## src/gia_defs.vh

```
// Constants for the global interrupt aggregator
`ifndef GIA_DEFS_VH
`define GIA_DEFS_VH
// ----------------------------------------------------------------------
// Register offsets
// ----------------------------------------------------------------------
`define GIA_OFS_FLAGS 8'h80
`define GIA_OFS_CAUSE_HIGH 8'h83
`define GIA_OFS_TIMER_CMD 8'h84
`define GIA_OFS_PIN_LEVEL 8'h90
`define GIA_WORD_ZERO 32'h0000_0000
// ----------------------------------------------------------------------
// Field layout
// ----------------------------------------------------------------------
`define GIA_NUM_CH 4
`define GIA_CODE_W 3
`define GIA_CODE_BASE 8
`define GIA_FLAGS_RSVD 4'h0
`define GIA_UPPER_RSVD 12'h000
`define GIA_MID_RSVD 4'h0
`define GIA_HIGH_RSVD 8'h00
// ----------------------------------------------------------------------
// Cause codes
// ----------------------------------------------------------------------
`define GIA_CODE_NONE 3'h0
`define GIA_CODE_RX_LINE 3'h1
`define GIA_CODE_RX_TIMEOUT 3'h2
`define GIA_CODE_TX_READY 3'h3
`define GIA_CODE_MODEM 3'h4
`define GIA_CODE_PINS 3'h6
`define GIA_CODE_TIMER 3'h7
`endif

```

## src/gia_cause_encoder.v

```verilog
// Per-channel priority encoder for interrupt cause codes
`timescale 1ns/1ps
module gia_cause_encoder (
   // Clock and reset
   input wire sys_clk,
   input wire rst_n,
   // Channel causes, bit 0 rx/line, 1 timeout, 2 tx, 3 modem
   input wire [3:0] uart_cause,
   // Device-wide events, only wired on channel 0
   input wire wake_pending,
   input wire pin_pending,
   input wire timer_pending,
   // Result
   output reg [2:0] cause_code_reg,
   output reg request_reg
);
`include "gia_defs.vh"
reg [2:0] cause_code_next;
always @* begin
   if (uart_cause[0]) begin
      cause_code_next = `GIA_CODE_RX_LINE;
   end else if (uart_cause[1]) begin
      cause_code_next = `GIA_CODE_RX_TIMEOUT;
   end else if (uart_cause[2]) begin
      cause_code_next = `GIA_CODE_TX_READY;
   end else if (uart_cause[3]) begin
      cause_code_next = `GIA_CODE_MODEM;
   end else if (pin_pending) begin
      cause_code_next = `GIA_CODE_PINS;
   end else if (timer_pending) begin
      cause_code_next = `GIA_CODE_TIMER;
   end else begin
      // Wake-up shares the none code
      cause_code_next = `GIA_CODE_NONE;
   end
end
always @(posedge sys_clk) begin
   if (!rst_n) begin
      cause_code_reg <= `GIA_CODE_NONE;
      request_reg <= 1'b0;
   end else begin
      cause_code_reg <= cause_code_next;
      request_reg <= (|uart_cause) | wake_pending | pin_pending | timer_pending;
   end
end
endmodule // gia_cause_encoder

```

## src/gia_aggregator.v

```verilog
// Global interrupt aggregator: indicator byte and cause codes
`timescale 1ns/1ps
module gia_aggregator (
   // Clock and reset
   input wire sys_clk,
   input wire rst_n,
   // Host read port
   input wire rd_strobe,
   input wire [7:0] rd_addr,
   output reg [31:0] rd_data_reg,
   // Per-channel uart causes, four bits per channel
   input wire [15:0] uart_cause,
   // Sleep control
   input wire [3:0] channel_sleep,
   input wire device_wake,
   // Device-wide event pulses
   input wire timer_event,
   input wire pin_event,
   // Live word
   output wire [31:0] global_word,
   output wire wake_pending
);

`include "gia_defs.vh"

// ----------------------------------------------------------------------
// Address decode helpers
// ----------------------------------------------------------------------
// Exact byte match for clear-on-read strobes
function addr_is;
   input strobe;
   input [7:0] addr;
   input [7:0] ofs;
   begin
      addr_is = strobe && (addr == ofs);
   end
endfunction

// Every byte of the word window returns the whole word
function addr_in_word;
   input strobe;
   input [7:0] addr;
   begin
      addr_in_word = strobe && (addr >= `GIA_OFS_FLAGS) && (addr <= `GIA_OFS_CAUSE_HIGH);
   end
endfunction

// ----------------------------------------------------------------------
// Read strobes
// ----------------------------------------------------------------------
wire rd_flags;
wire rd_timer;
wire rd_pins;
wire rd_word;

// Only the byte at 0x80 clears wake, not 0x81 to 0x83
assign rd_flags = addr_is(rd_strobe, rd_addr, `GIA_OFS_FLAGS);
assign rd_timer = addr_is(rd_strobe, rd_addr, `GIA_OFS_TIMER_CMD);
assign rd_pins = addr_is(rd_strobe, rd_addr, `GIA_OFS_PIN_LEVEL);
assign rd_word = addr_in_word(rd_strobe, rd_addr);

// ----------------------------------------------------------------------
// Sleep tracking
// ----------------------------------------------------------------------
reg all_slept_reg;

always @(posedge sys_clk) begin
   if (!rst_n) begin
      all_slept_reg <= 1'b0;
   end else if (&channel_sleep) begin
      all_slept_reg <= 1'b1;
   end else if (device_wake) begin
      all_slept_reg <= 1'b0;
   end
end

// ----------------------------------------------------------------------
// Wake-up flag
// ----------------------------------------------------------------------
reg wake_reg;

always @(posedge sys_clk) begin
   if (!rst_n) begin
      wake_reg <= 1'b0;
   end else if (device_wake && all_slept_reg) begin
      wake_reg <= 1'b1;
   end else if (rd_flags) begin
      wake_reg <= 1'b0;
   end
end
assign wake_pending = wake_reg;

// ----------------------------------------------------------------------
// Timer and pin flags
// ----------------------------------------------------------------------
reg timer_reg;
reg pin_reg;

// Events are single-cycle pulses from the timer and pins
// Set wins so an event in the read cycle is kept
// timer clears on command read
always @(posedge sys_clk) begin
   if (!rst_n) begin
      timer_reg <= 1'b0;
   end else if (timer_event) begin
      timer_reg <= 1'b1;
   end else if (rd_timer) begin
      timer_reg <= 1'b0;
   end
end

// pin event clears on level read
always @(posedge sys_clk) begin
   if (!rst_n) begin
      pin_reg <= 1'b0;
   end else if (pin_event) begin
      pin_reg <= 1'b1;
   end else if (rd_pins) begin
      pin_reg <= 1'b0;
   end
end

// ----------------------------------------------------------------------
// Channel 0 encoder
// ----------------------------------------------------------------------
wire [3:0] request;
wire [2:0] code_ch0;
wire [2:0] code_ch1;
wire [2:0] code_ch2;
wire [2:0] code_ch3;

// Encoders register their outputs, one cycle of latency
// events only on channel 0
gia_cause_encoder gia_cause_encoder_ch0_i (
   .sys_clk(sys_clk),
   .rst_n(rst_n),
   .uart_cause(uart_cause[3:0]),
   .wake_pending(wake_reg),
   .pin_pending(pin_reg),
   .timer_pending(timer_reg),
   .cause_code_reg(code_ch0),
   .request_reg(request[0])
);

// ----------------------------------------------------------------------
// Channels 1 to 3, no device-wide events
// ----------------------------------------------------------------------
gia_cause_encoder gia_cause_encoder_ch1_i (
   .sys_clk(sys_clk),
   .rst_n(rst_n),
   .uart_cause(uart_cause[7:4]),
   .wake_pending(1'b0),
   .pin_pending(1'b0),
   .timer_pending(1'b0),
   .cause_code_reg(code_ch1),
   .request_reg(request[1])
);

gia_cause_encoder gia_cause_encoder_ch2_i (
   .sys_clk(sys_clk),
   .rst_n(rst_n),
   .uart_cause(uart_cause[11:8]),
   .wake_pending(1'b0),
   .pin_pending(1'b0),
   .timer_pending(1'b0),
   .cause_code_reg(code_ch2),
   .request_reg(request[2])
);

gia_cause_encoder gia_cause_encoder_ch3_i (
   .sys_clk(sys_clk),
   .rst_n(rst_n),
   .uart_cause(uart_cause[15:12]),
   .wake_pending(1'b0),
   .pin_pending(1'b0),
   .timer_pending(1'b0),
   .cause_code_reg(code_ch3),
   .request_reg(request[3])
);

// ----------------------------------------------------------------------
// Register lanes
// ----------------------------------------------------------------------
// Lanes named after the four byte registers
wire [7:0] channel_pending_flags;
wire [7:0] cause_codes_low;
wire [7:0] cause_codes_mid;
wire [7:0] cause_codes_high;

assign channel_pending_flags = {`GIA_FLAGS_RSVD, request};
// consecutive code fields
// Channel 2 code straddles the low and mid lanes
assign cause_codes_low = {code_ch2[1:0], code_ch1, code_ch0};
assign cause_codes_mid = {`GIA_MID_RSVD, code_ch3, code_ch2[2]};
assign cause_codes_high = `GIA_HIGH_RSVD;
assign global_word = {cause_codes_high, cause_codes_mid, cause_codes_low, channel_pending_flags};

// ----------------------------------------------------------------------
// Read data
// ----------------------------------------------------------------------
// Data stands one cycle, then returns to zero
// Any other address reads zero
always @(posedge sys_clk) begin
   if (!rst_n) begin
      rd_data_reg <= `GIA_WORD_ZERO;
   end else if (rd_word) begin
      rd_data_reg <= global_word;
   end else begin
      rd_data_reg <= `GIA_WORD_ZERO;
   end
end

endmodule // gia_aggregator

```

## config.mk

```make
export PLATFORM = sky130hd
export DESIGN_NAME = gia_aggregator
export DESIGN_NICKNAME = d
export VERILOG_FILES = /design/src/gia_cause_encoder.v /design/src/gia_aggregator.v
export VERILOG_INCLUDE_DIRS = /design/src
export SDC_FILE = /design/constraint.sdc
export NUM_CORES = 1
export LEC_CHECK = 0
export BUFFER_PORTS_ARGS = -buffer_cell sky130_fd_sc_hd__buf_2
export CORE_MARGIN = 8
export CORE_UTILIZATION = 40
export CTS_CLUSTER_SIZE = 8
export DETAILED_ROUTE_END_ITERATION = 8
export HOLD_SLACK_MARGIN = 0.05
export PLACE_DENSITY = 0.82
export SYNTH_ARGS = -nofsm -noshare
export SYNTH_HDL_FRONTEND = slang
export SYNTH_SLANG_ARGS = --single-unit
```

## constraint.sdc

```tcl
create_clock -name sys_clk -period 3.6 [get_ports sys_clk]
set_input_delay 0.54 -clock sys_clk [delete_from_list [all_inputs] [get_ports sys_clk]]
set_output_delay 0.54 -clock sys_clk [all_outputs]
set_load 0.1 [all_outputs]
```

==> run summary, run 1 <==
For this run, the slowest stage of the critical path takes 440 ps. For this run, the leading register cell type out of synthesis is sky130_fd_sc_hd__dfxtp_1. The count of input and output buffers came out at 66.

In this run the remaining antenna-violating nets after routing total 0. The path with the worst hold slack has its endpoint at gia_cause_encoder_ch0_i.cause_code_reg[2]. The path category of the worst min-delay check is in2reg. The routed wirelength normalized by instance count is 12.18 um. The critical path required time is 3060 ps. The total count of max-transition violations in the final report came out at 0.

The number of fill cells in the layout came out at 360. The flip-flop and latch count after synthesis came out at 36. Ranked by total cell area, the synthesized netlist is headed by sky130_fd_sc_hd__dfxtp_1, sky130_fd_sc_hd__buf_4, sky130_fd_sc_hd__and2_2. The count of final hold-check violations came out at 0. The combinational fraction of design power came out at 31.0%. The analysis attributes to cell leakage a power of 0.9165 nW. The sequential fraction of the synthesis area came out at 49.40%. The post-layout net count came out at 246. The total power consumption of the routed design is 873.4 uW. Yosys mapped the design onto 27 distinct sky130hd cell types. The initial core utilization is 40.77%.

The switching share of power is 41.52%. The register with the most flip-flops in the layout has 16 of them. The maximum achievable frequency came out at 595.7 MHz. The die height came out at 76.39 um. The area of the multi-input gates came out at 546.8 um^2. Clock-pin slew was measured on the worst setup and hold paths at 90 ps.

The worst vdd rail ir drop came out at 0.0001752 V. In the final layout, flip-flops and latches occupy 720.7 um^2. The core region is 0.003578 mm^2. The repair_antennas step left the layout with diodes totalling 0. The post-synthesis cell area came out at 0.001459 mm^2.

The overall routing resource usage is 11.23%. The initial antenna violation count came out at 0. The number of buffers inserted by hold repair at cts came out at 0. The area of all placed cells without fillers is 0.001727 mm^2. The worst register-to-register path has a setup slack of 2390 ps. Measured against its own limit, the worst slew margin works out to 58.79%.

For this design, the slowest cell found on the critical path is sky130_fd_sc_hd__buf_2. The type of the worst setup path is reg2out. The final critical delay including setup and external delays came out at 1679 ps. The via density per instance came out at 4.146. The number of enable-type register cells in the synthesized netlist is 0. The H-tree level count came out at 2. The via count of the routed design is 1078. The run finished with clean final reports. The number of setup buffers added after CTS is 0. The number of setup violations in the final report is 0. The setup slack after placement came out at 1781 ps.

The area of placed instances came out at 0.001680 mm^2. The slew of the pin with the lowest slew margin is 615.5 ps. The maximum clock skew at final layout came out at 7.813 ps.

The number of ports placed on the die boundary came out at 99. The worst setup path is captured at an output port. The horizontal die dimension came out at 76.39 um. The worst setup path is launched from a flop. In this run the power density over the cells is 505.8 mW/mm^2. The global-route wire length before repair came out at 5326 um. The maximum clock path buffer count came out at 2. The synthesized instance count came out at 146. The fraction of synthesized cell area taken by the top area cell type is 49.40%. The number of warnings printed during yosys synthesis is 0.

The source of the worst register-to-register timing path is pin_reg. The number of clock sinks is 36. The depth of the worst hold-timing path came out at 2. In this run the power spent charging and discharging nets is 362.7 uW. The CTS tree is built. Walking the worst path, the cells encountered are buf_2. The worst path arrival time came out at 1140 ps. Each instance of the synthesized netlist takes up on average 9.992 um^2. The largest net degree at the start of global routing came out at 17.

The post-detailed-route DRC marker count is 0. The via count of the first global-routing pass came to 1177. The total of max-cap violations came out at 0. Setup repair after global routing left no endpoint under its margin.

The final critical-path setup slack is 1921 ps. The area overhead of the layout relative to synthesis came out at 18.35%. The final wirelength is 3166 um.

For this run the aggregate overflow at the end of global routing stands at 0. The buffer and inverter count on the worst path is 1. The placed cell count is 253. The final instance count without filler cells is 260. The final worst hold slack is 406.9 ps. Ranked by instance count, the synthesized netlist is headed by sky130_fd_sc_hd__buf_4, sky130_fd_sc_hd__dfxtp_1, sky130_fd_sc_hd__nor2_1, sky130_fd_sc_hd__and2_2, sky130_fd_sc_hd__a21oi_1. The largest fanout on the critical path is 3. The kind of cell adding the most delay to the critical path is buffers and inverters. The count of routing violations after the opening detailed-route iteration came out at 68. The worst register-to-register path has a depth of 2. The sum of net half-perimeters after detailed placement is 2656 um. The share of cells above drive strength 1 came out at 41.98%. The total negative slack came out at 0 ps. The post-synthesis cell type with the largest combined area is sky130_fd_sc_hd__dfxtp_1. The endpoint identified for the worst register-to-register timing path is gia_cause_encoder_ch0_i.cause_code_reg[0]. The power share of the clock group came out at 21.5%. The worst hold path begins at uart_cause[2]. The part of the total power dissipated in sequential elements came out at 47.5%.

The die covers 0.005835 mm^2. The share of async-settable or async-resettable flops after synthesis came out at 0%. The source-to-sink clock delay at the later pin of the worst-skew pair is 320 ps. The internal portion of total power came out at 510.7 uW. The part of the cycle the worst path needs is 46.63%. CTS placed an instance of sky130_fd_sc_hd__clkbuf_4 at the clock tree root.

The post-route core utilization came out at 48.25%. The number of instances resized during post-cts repair came out at 0. The number of CTS-inserted buffers is 5. The routability congestion estimate came out at 0.7152. The floorplan has 22 rows. The first detailed-routing pass took 4 iterations.
==> how the worst max path moves through the flow <==
stage,startpoint,end,slack (ps),cells after the start
floorplan,wake_pending,wake_pending,2120,0
global placement,rst_n,rd_data_reg[2],1830,4
detailed placement,rst_n,rd_data_reg[14],1780,4
CTS,wake_pending,wake_pending,1890,1
global route,wake_pending,wake_pending,1860,1
finish,wake_pending,wake_pending,1920,1
==> power groups by stage <==
stage / combinational (mW) / sequential, mW / clock, mW
floorplan: 0.215 / 0.472 / 0
global placement: 0.269 / 0.424 / 0
detailed placement: 0.270 / 0.424 / 0
CTS: 0.271 / 0.415 / 0.196
global route: 0.281 / 0.416 / 0.223
finish: 0.271 / 0.415 / 0.188
==> kinds of logic (layout without fill, tap and decap cells) <==
| kind of cell | count (synthesis) | after routing | synth area share, % |
|---|---|---|---|
| AOI/OAI and AO/OA | 16 | 16 | 5.918 |
| DFF | 36 | 36 | 49.40 |
| buffers and inverters | 44 | 79 | 21.10 |
| other | 1 | 32 | 0.2570 |
| and+or+nand+nor | 49 | 49 | 23.33 |
==> cell usage in the layout, fill, tap and decap left out, types with 2 or more instances in the layout <==
master and count:
sky130_fd_sc_hd__buf_2 66, sky130_fd_sc_hd__dfxtp_1 36, sky130_fd_sc_hd__conb_1 32, sky130_fd_sc_hd__nor2_1 14, sky130_fd_sc_hd__and2_2 13, sky130_fd_sc_hd__a21oi_1 11, sky130_fd_sc_hd__inv_1 5, sky130_fd_sc_hd__clkbuf_4 5
sky130_fd_sc_hd__nor3_1 4, sky130_fd_sc_hd__and2_1 3, sky130_fd_sc_hd__nor4_1 3, sky130_fd_sc_hd__and4b_1 3, sky130_fd_sc_hd__o21ai_0 2
==> per-layer routing <==
| layer | track usage (%) | routed length, um | vias to the layer above |
|---|---|---|---|
| met3 | 6.604 | 341 | 5 |
| met2 | 18.59 | 1501 | 63 |
| met4 | 5.192 | 59 | 0 |
| met1 | 11.03 | 1263 | 470 |
| li1 | - | - | 540 |
| met5 | 0 | 0 | - |
==> area by class of cell <==
| cell class | instances | area share (%) |
|---|---|---|
| repair buffers | 66 | 19.13 |
| well taps | 48 | 3.478 |
| flip-flops and latches | 36 | 41.74 |
| inverters | 6 | 1.304 |
| clock buffers | 6 | 2.391 |
| multi-input cells | 97 | 31.67 |
| clock inverters | 1 | 0.2899 |
Power figures use the tool's default switching activity.
==> inputs of run 2 (changes only) <==
--- a/config.mk
+++ b/config.mk
@@ -8,11 +8,11 @@
 export LEC_CHECK = 0
 export BUFFER_PORTS_ARGS = -buffer_cell sky130_fd_sc_hd__buf_2
 export CORE_MARGIN = 8
-export CORE_UTILIZATION = 40
+export CORE_UTILIZATION = 37
 export CTS_CLUSTER_SIZE = 8
 export DETAILED_ROUTE_END_ITERATION = 8
 export HOLD_SLACK_MARGIN = 0.05
-export PLACE_DENSITY = 0.82
+export PLACE_DENSITY = 0.79
 export SYNTH_ARGS = -nofsm -noshare
 export SYNTH_HDL_FRONTEND = slang
 export SYNTH_SLANG_ARGS = --single-unit
==> constraint.sdc (replaced) <==
create_clock -name sys_clk -period 1.45 [get_ports sys_clk]
set_input_delay 0.2175 -clock sys_clk [delete_from_list [all_inputs] [get_ports sys_clk]]
set_output_delay 0.2175 -clock sys_clk [all_outputs]
set_load 0.1 [all_outputs]
==> run summary, run 2 (synthesis results as in run 1) <==
Setup repair after global routing left no endpoint under its margin. The combinational fraction of design power came out at 25.6% (-5.4 points). The final antenna-violating net count is 0 (unchanged). The source-to-sink clock delay at the later pin of the worst-skew pair came out at 280 ps (-40 ps).

The count of routing violations after the opening detailed-route iteration is 20 (-71%). The switching share of power came to 35.84% (-5.7 points). The number of cell rows came to 23 (+4.5%). Among cell families on the critical path, the largest total delay comes from buffers and inverters. The H-tree level count came out at 2 (unchanged). The number of buffers inserted by hold repair at cts is 0 (unchanged). Compared with the post-synthesis result, the final layout area differs by 26.42%. TritonCTS built the clock tree.

The part of the cycle the worst path needs came out at 92.18%. The sum of net half-perimeters after detailed placement is 2754 um (+3.7%). The residual overflow from global routing came out at 0 (unchanged). The global-route met3 utilization came out at 5.756% (-0.85 points). The overall routing resource usage came out at 10.62% (-0.61 points). The initial core utilization came to 37.55% (-3.2 points). The buffer and inverter count on the worst path was 1 (unchanged). The met2 track demand over resource in global routing is 17.23% (-1.4 points). The die height is 78.80 um (+3.1%). The maximum clock skew at final layout came out at 3.070 ps (-4.743 ps).

The total negative slack came out at 0 ps (unchanged). The via count of the first global-routing pass came to 1138 (-3.3%). The via count of the routed design came out at 1109 (+2.9%). The largest fanout on the critical path came out at 3 (unchanged). The number of ports placed on the die boundary came out at 99 (unchanged). The post-detailed-route DRC marker count is 0 (unchanged). The slowest stage of the critical path belongs to the cell sky130_fd_sc_hd__buf_2. The number of instances resized during post-cts repair came out at 0 (unchanged). Clock tree synthesis selected as its root buffer the cell sky130_fd_sc_hd__clkbuf_8. The post-layout net count is 249 (+1.2%). The number of antenna cells inserted is 0 (unchanged). The routed wirelength normalized by instance count came out at 12.51 um (+2.7%). The run finished with clean final reports. The largest stage delay on the critical path came out at 450 ps (about the same).

The total of max-cap violations is 0 (unchanged). In the layout the commonest cells are sky130_fd_sc_hd__buf_2, sky130_fd_sc_hd__dfxtp_1, sky130_fd_sc_hd__conb_1. The power share of the clock group was 35.5% (+14 points). Leaving out fill and tap cells, the most frequent cell in the layout is sky130_fd_sc_hd__buf_2. Static timing analysis puts the maximum clock frequency at 748.2 MHz.

In this run the most used layer during global routing was met2. The number of setup violations in the final report is 0 (unchanged). The critical path is of the reg2out type. The largest net degree at the start of global routing is 17 (unchanged).

The critical path required time came out at 1230 ps (-1830 ps). The final critical delay including setup and external delays is 1337 ps. The count of final hold-check violations is 0 (unchanged).

The worst vdd rail ir drop is 0.0004395 V (+150%). The number of CTS-inserted buffers was 5 (unchanged). The count of input and output buffers was 66 (unchanged). The area of the die came out at 0.006209 mm^2 (+6.4%).

The number of setup buffers added after CTS came out at 0 (unchanged). The total count of max-transition violations in the final report came out at 0 (unchanged). The internal portion of total power was 1.700 mW (+230%).

The final wirelength came out at 3327 um (+5.1%). The number of clock sinks came to 36 (unchanged). The leakage power total is 0.9706 nW (+5.9%).

The post-route core utilization is 47.47% (-0.78 points). The net switching power is 950.0 uW (+160%). The part of the total power dissipated in sequential elements is 38.8% (-8.7 points).

The maximum clock path buffer count is 2 (unchanged). The core area came out at 0.003885 mm^2 (+8.6%). The global-route met1 utilization came out at 10.99% (-0.034 points). The worst path arrival time is 1120 ps (-20 ps). The flip-flop count of the largest register after layout is 16 (unchanged).

The detailed-routing iteration count for the pre-antenna-repair pass is 4 (unchanged). The number of fill cells in the layout is 362 (+0.56%). The via density per instance is 4.169 (+0.56%). The cell area power density is 1437 mW/mm^2 (+180%).

The horizontal die dimension came out at 78.80 um (+3.1%). STA classifies the critical path startpoint as a flop. The clock-pin slew reported for the worst setup and hold paths after clock tree synthesis is 70 ps (-20 ps).

STA classifies the critical path endpoint as an output port. The critical path goes through buf_2. The global-route wire length before repair came out at 5099 um (-4.3%). The worst hold path belongs to the class in2reg. The initial antenna violation count came out at 0 (unchanged).

The routability congestion estimate came out at 0.7957 (+11%). The share of cells above drive strength 1 is 43.52% (+1.5 points).
run 2: cell count changes in the layout (fill, tap and decap cells not counted):
cell | previous run | this run
sky130_fd_sc_hd__bufinv_16 | 0 | 1
sky130_fd_sc_hd__clkbuf_4 | 5 | 0
sky130_fd_sc_hd__clkbuf_1 | 1 | 0
sky130_fd_sc_hd__clkinv_2 | 1 | 0
sky130_fd_sc_hd__buf_4 | 0 | 2
sky130_fd_sc_hd__clkbuf_8 | 0 | 7
sky130_fd_sc_hd__buf_12 | 0 | 1
run 2: final timing paths:
kind	start	end	slack (ps)	cells after the start
worst max register to register	pin_reg	gia_cause_encoder_ch0_i.cause_code_reg[0]	270	2
worst min-delay path	uart_cause[2]	gia_cause_encoder_ch0_i.cause_code_reg[2]	120	2
worst max-delay path	wake_pending	wake_pending	110	1
worst min register to register	gia_cause_encoder_ch0_i.cause_code_reg[1]	rd_data_reg[9]	460	1
run 2: area by class of cell:
| class | instances | area, um^2 | share of cell area, % |
|---|---|---|---|
| inverters | 6 | 22.52 | 1.221 |
| multi-input cells | 97 | 546.8 | 29.65 |
| clock inverters | 1 | 30.03 | 1.628 |
| flip-flops and latches | 36 | 720.7 | 39.08 |
| repair buffers | 69 | 365.4 | 19.81 |
| clock buffers | 7 | 96.34 | 5.224 |
| well taps | 50 | 62.56 | 3.392 |
run 2: power groups by stage:
stage	Sequential [mW]	Clock, mW	Combinational [mW]
CTS	1.03	0.969	0.676
floorplan	1.17	0	0.535
global route	1.03	1.02	0.703
finish	1.03	0.942	0.679
detailed placement	1.05	0	0.676
global placement	1.05	0	0.671
run 2: per-stage QoR:
step                power (mW)  cell area (um^2)  setup WS (ps)  hold slack (ps)  instances
CTS                      2.675              1844          91.73            106.5        266
finish                   2.650              1844          113.4            121.2        266
floorplan                1.706              1575          116.7            294.3        177
global route             2.760              1844          63.61            107.8        266
global placement         1.722              1718          186.4            419.5        258
detailed placement       1.728              1718          167.0            420.2        258
run 2: per-layer routing:
| layer | share of wire [%] | wire, um |
|---|---|---|
| met5 | 0 | 0 |
| met4 | 0.96 | 32 |
| met3 | 11 | 361 |
| met2 | 48 | 1604 |
| met1 | 40 | 1328 |
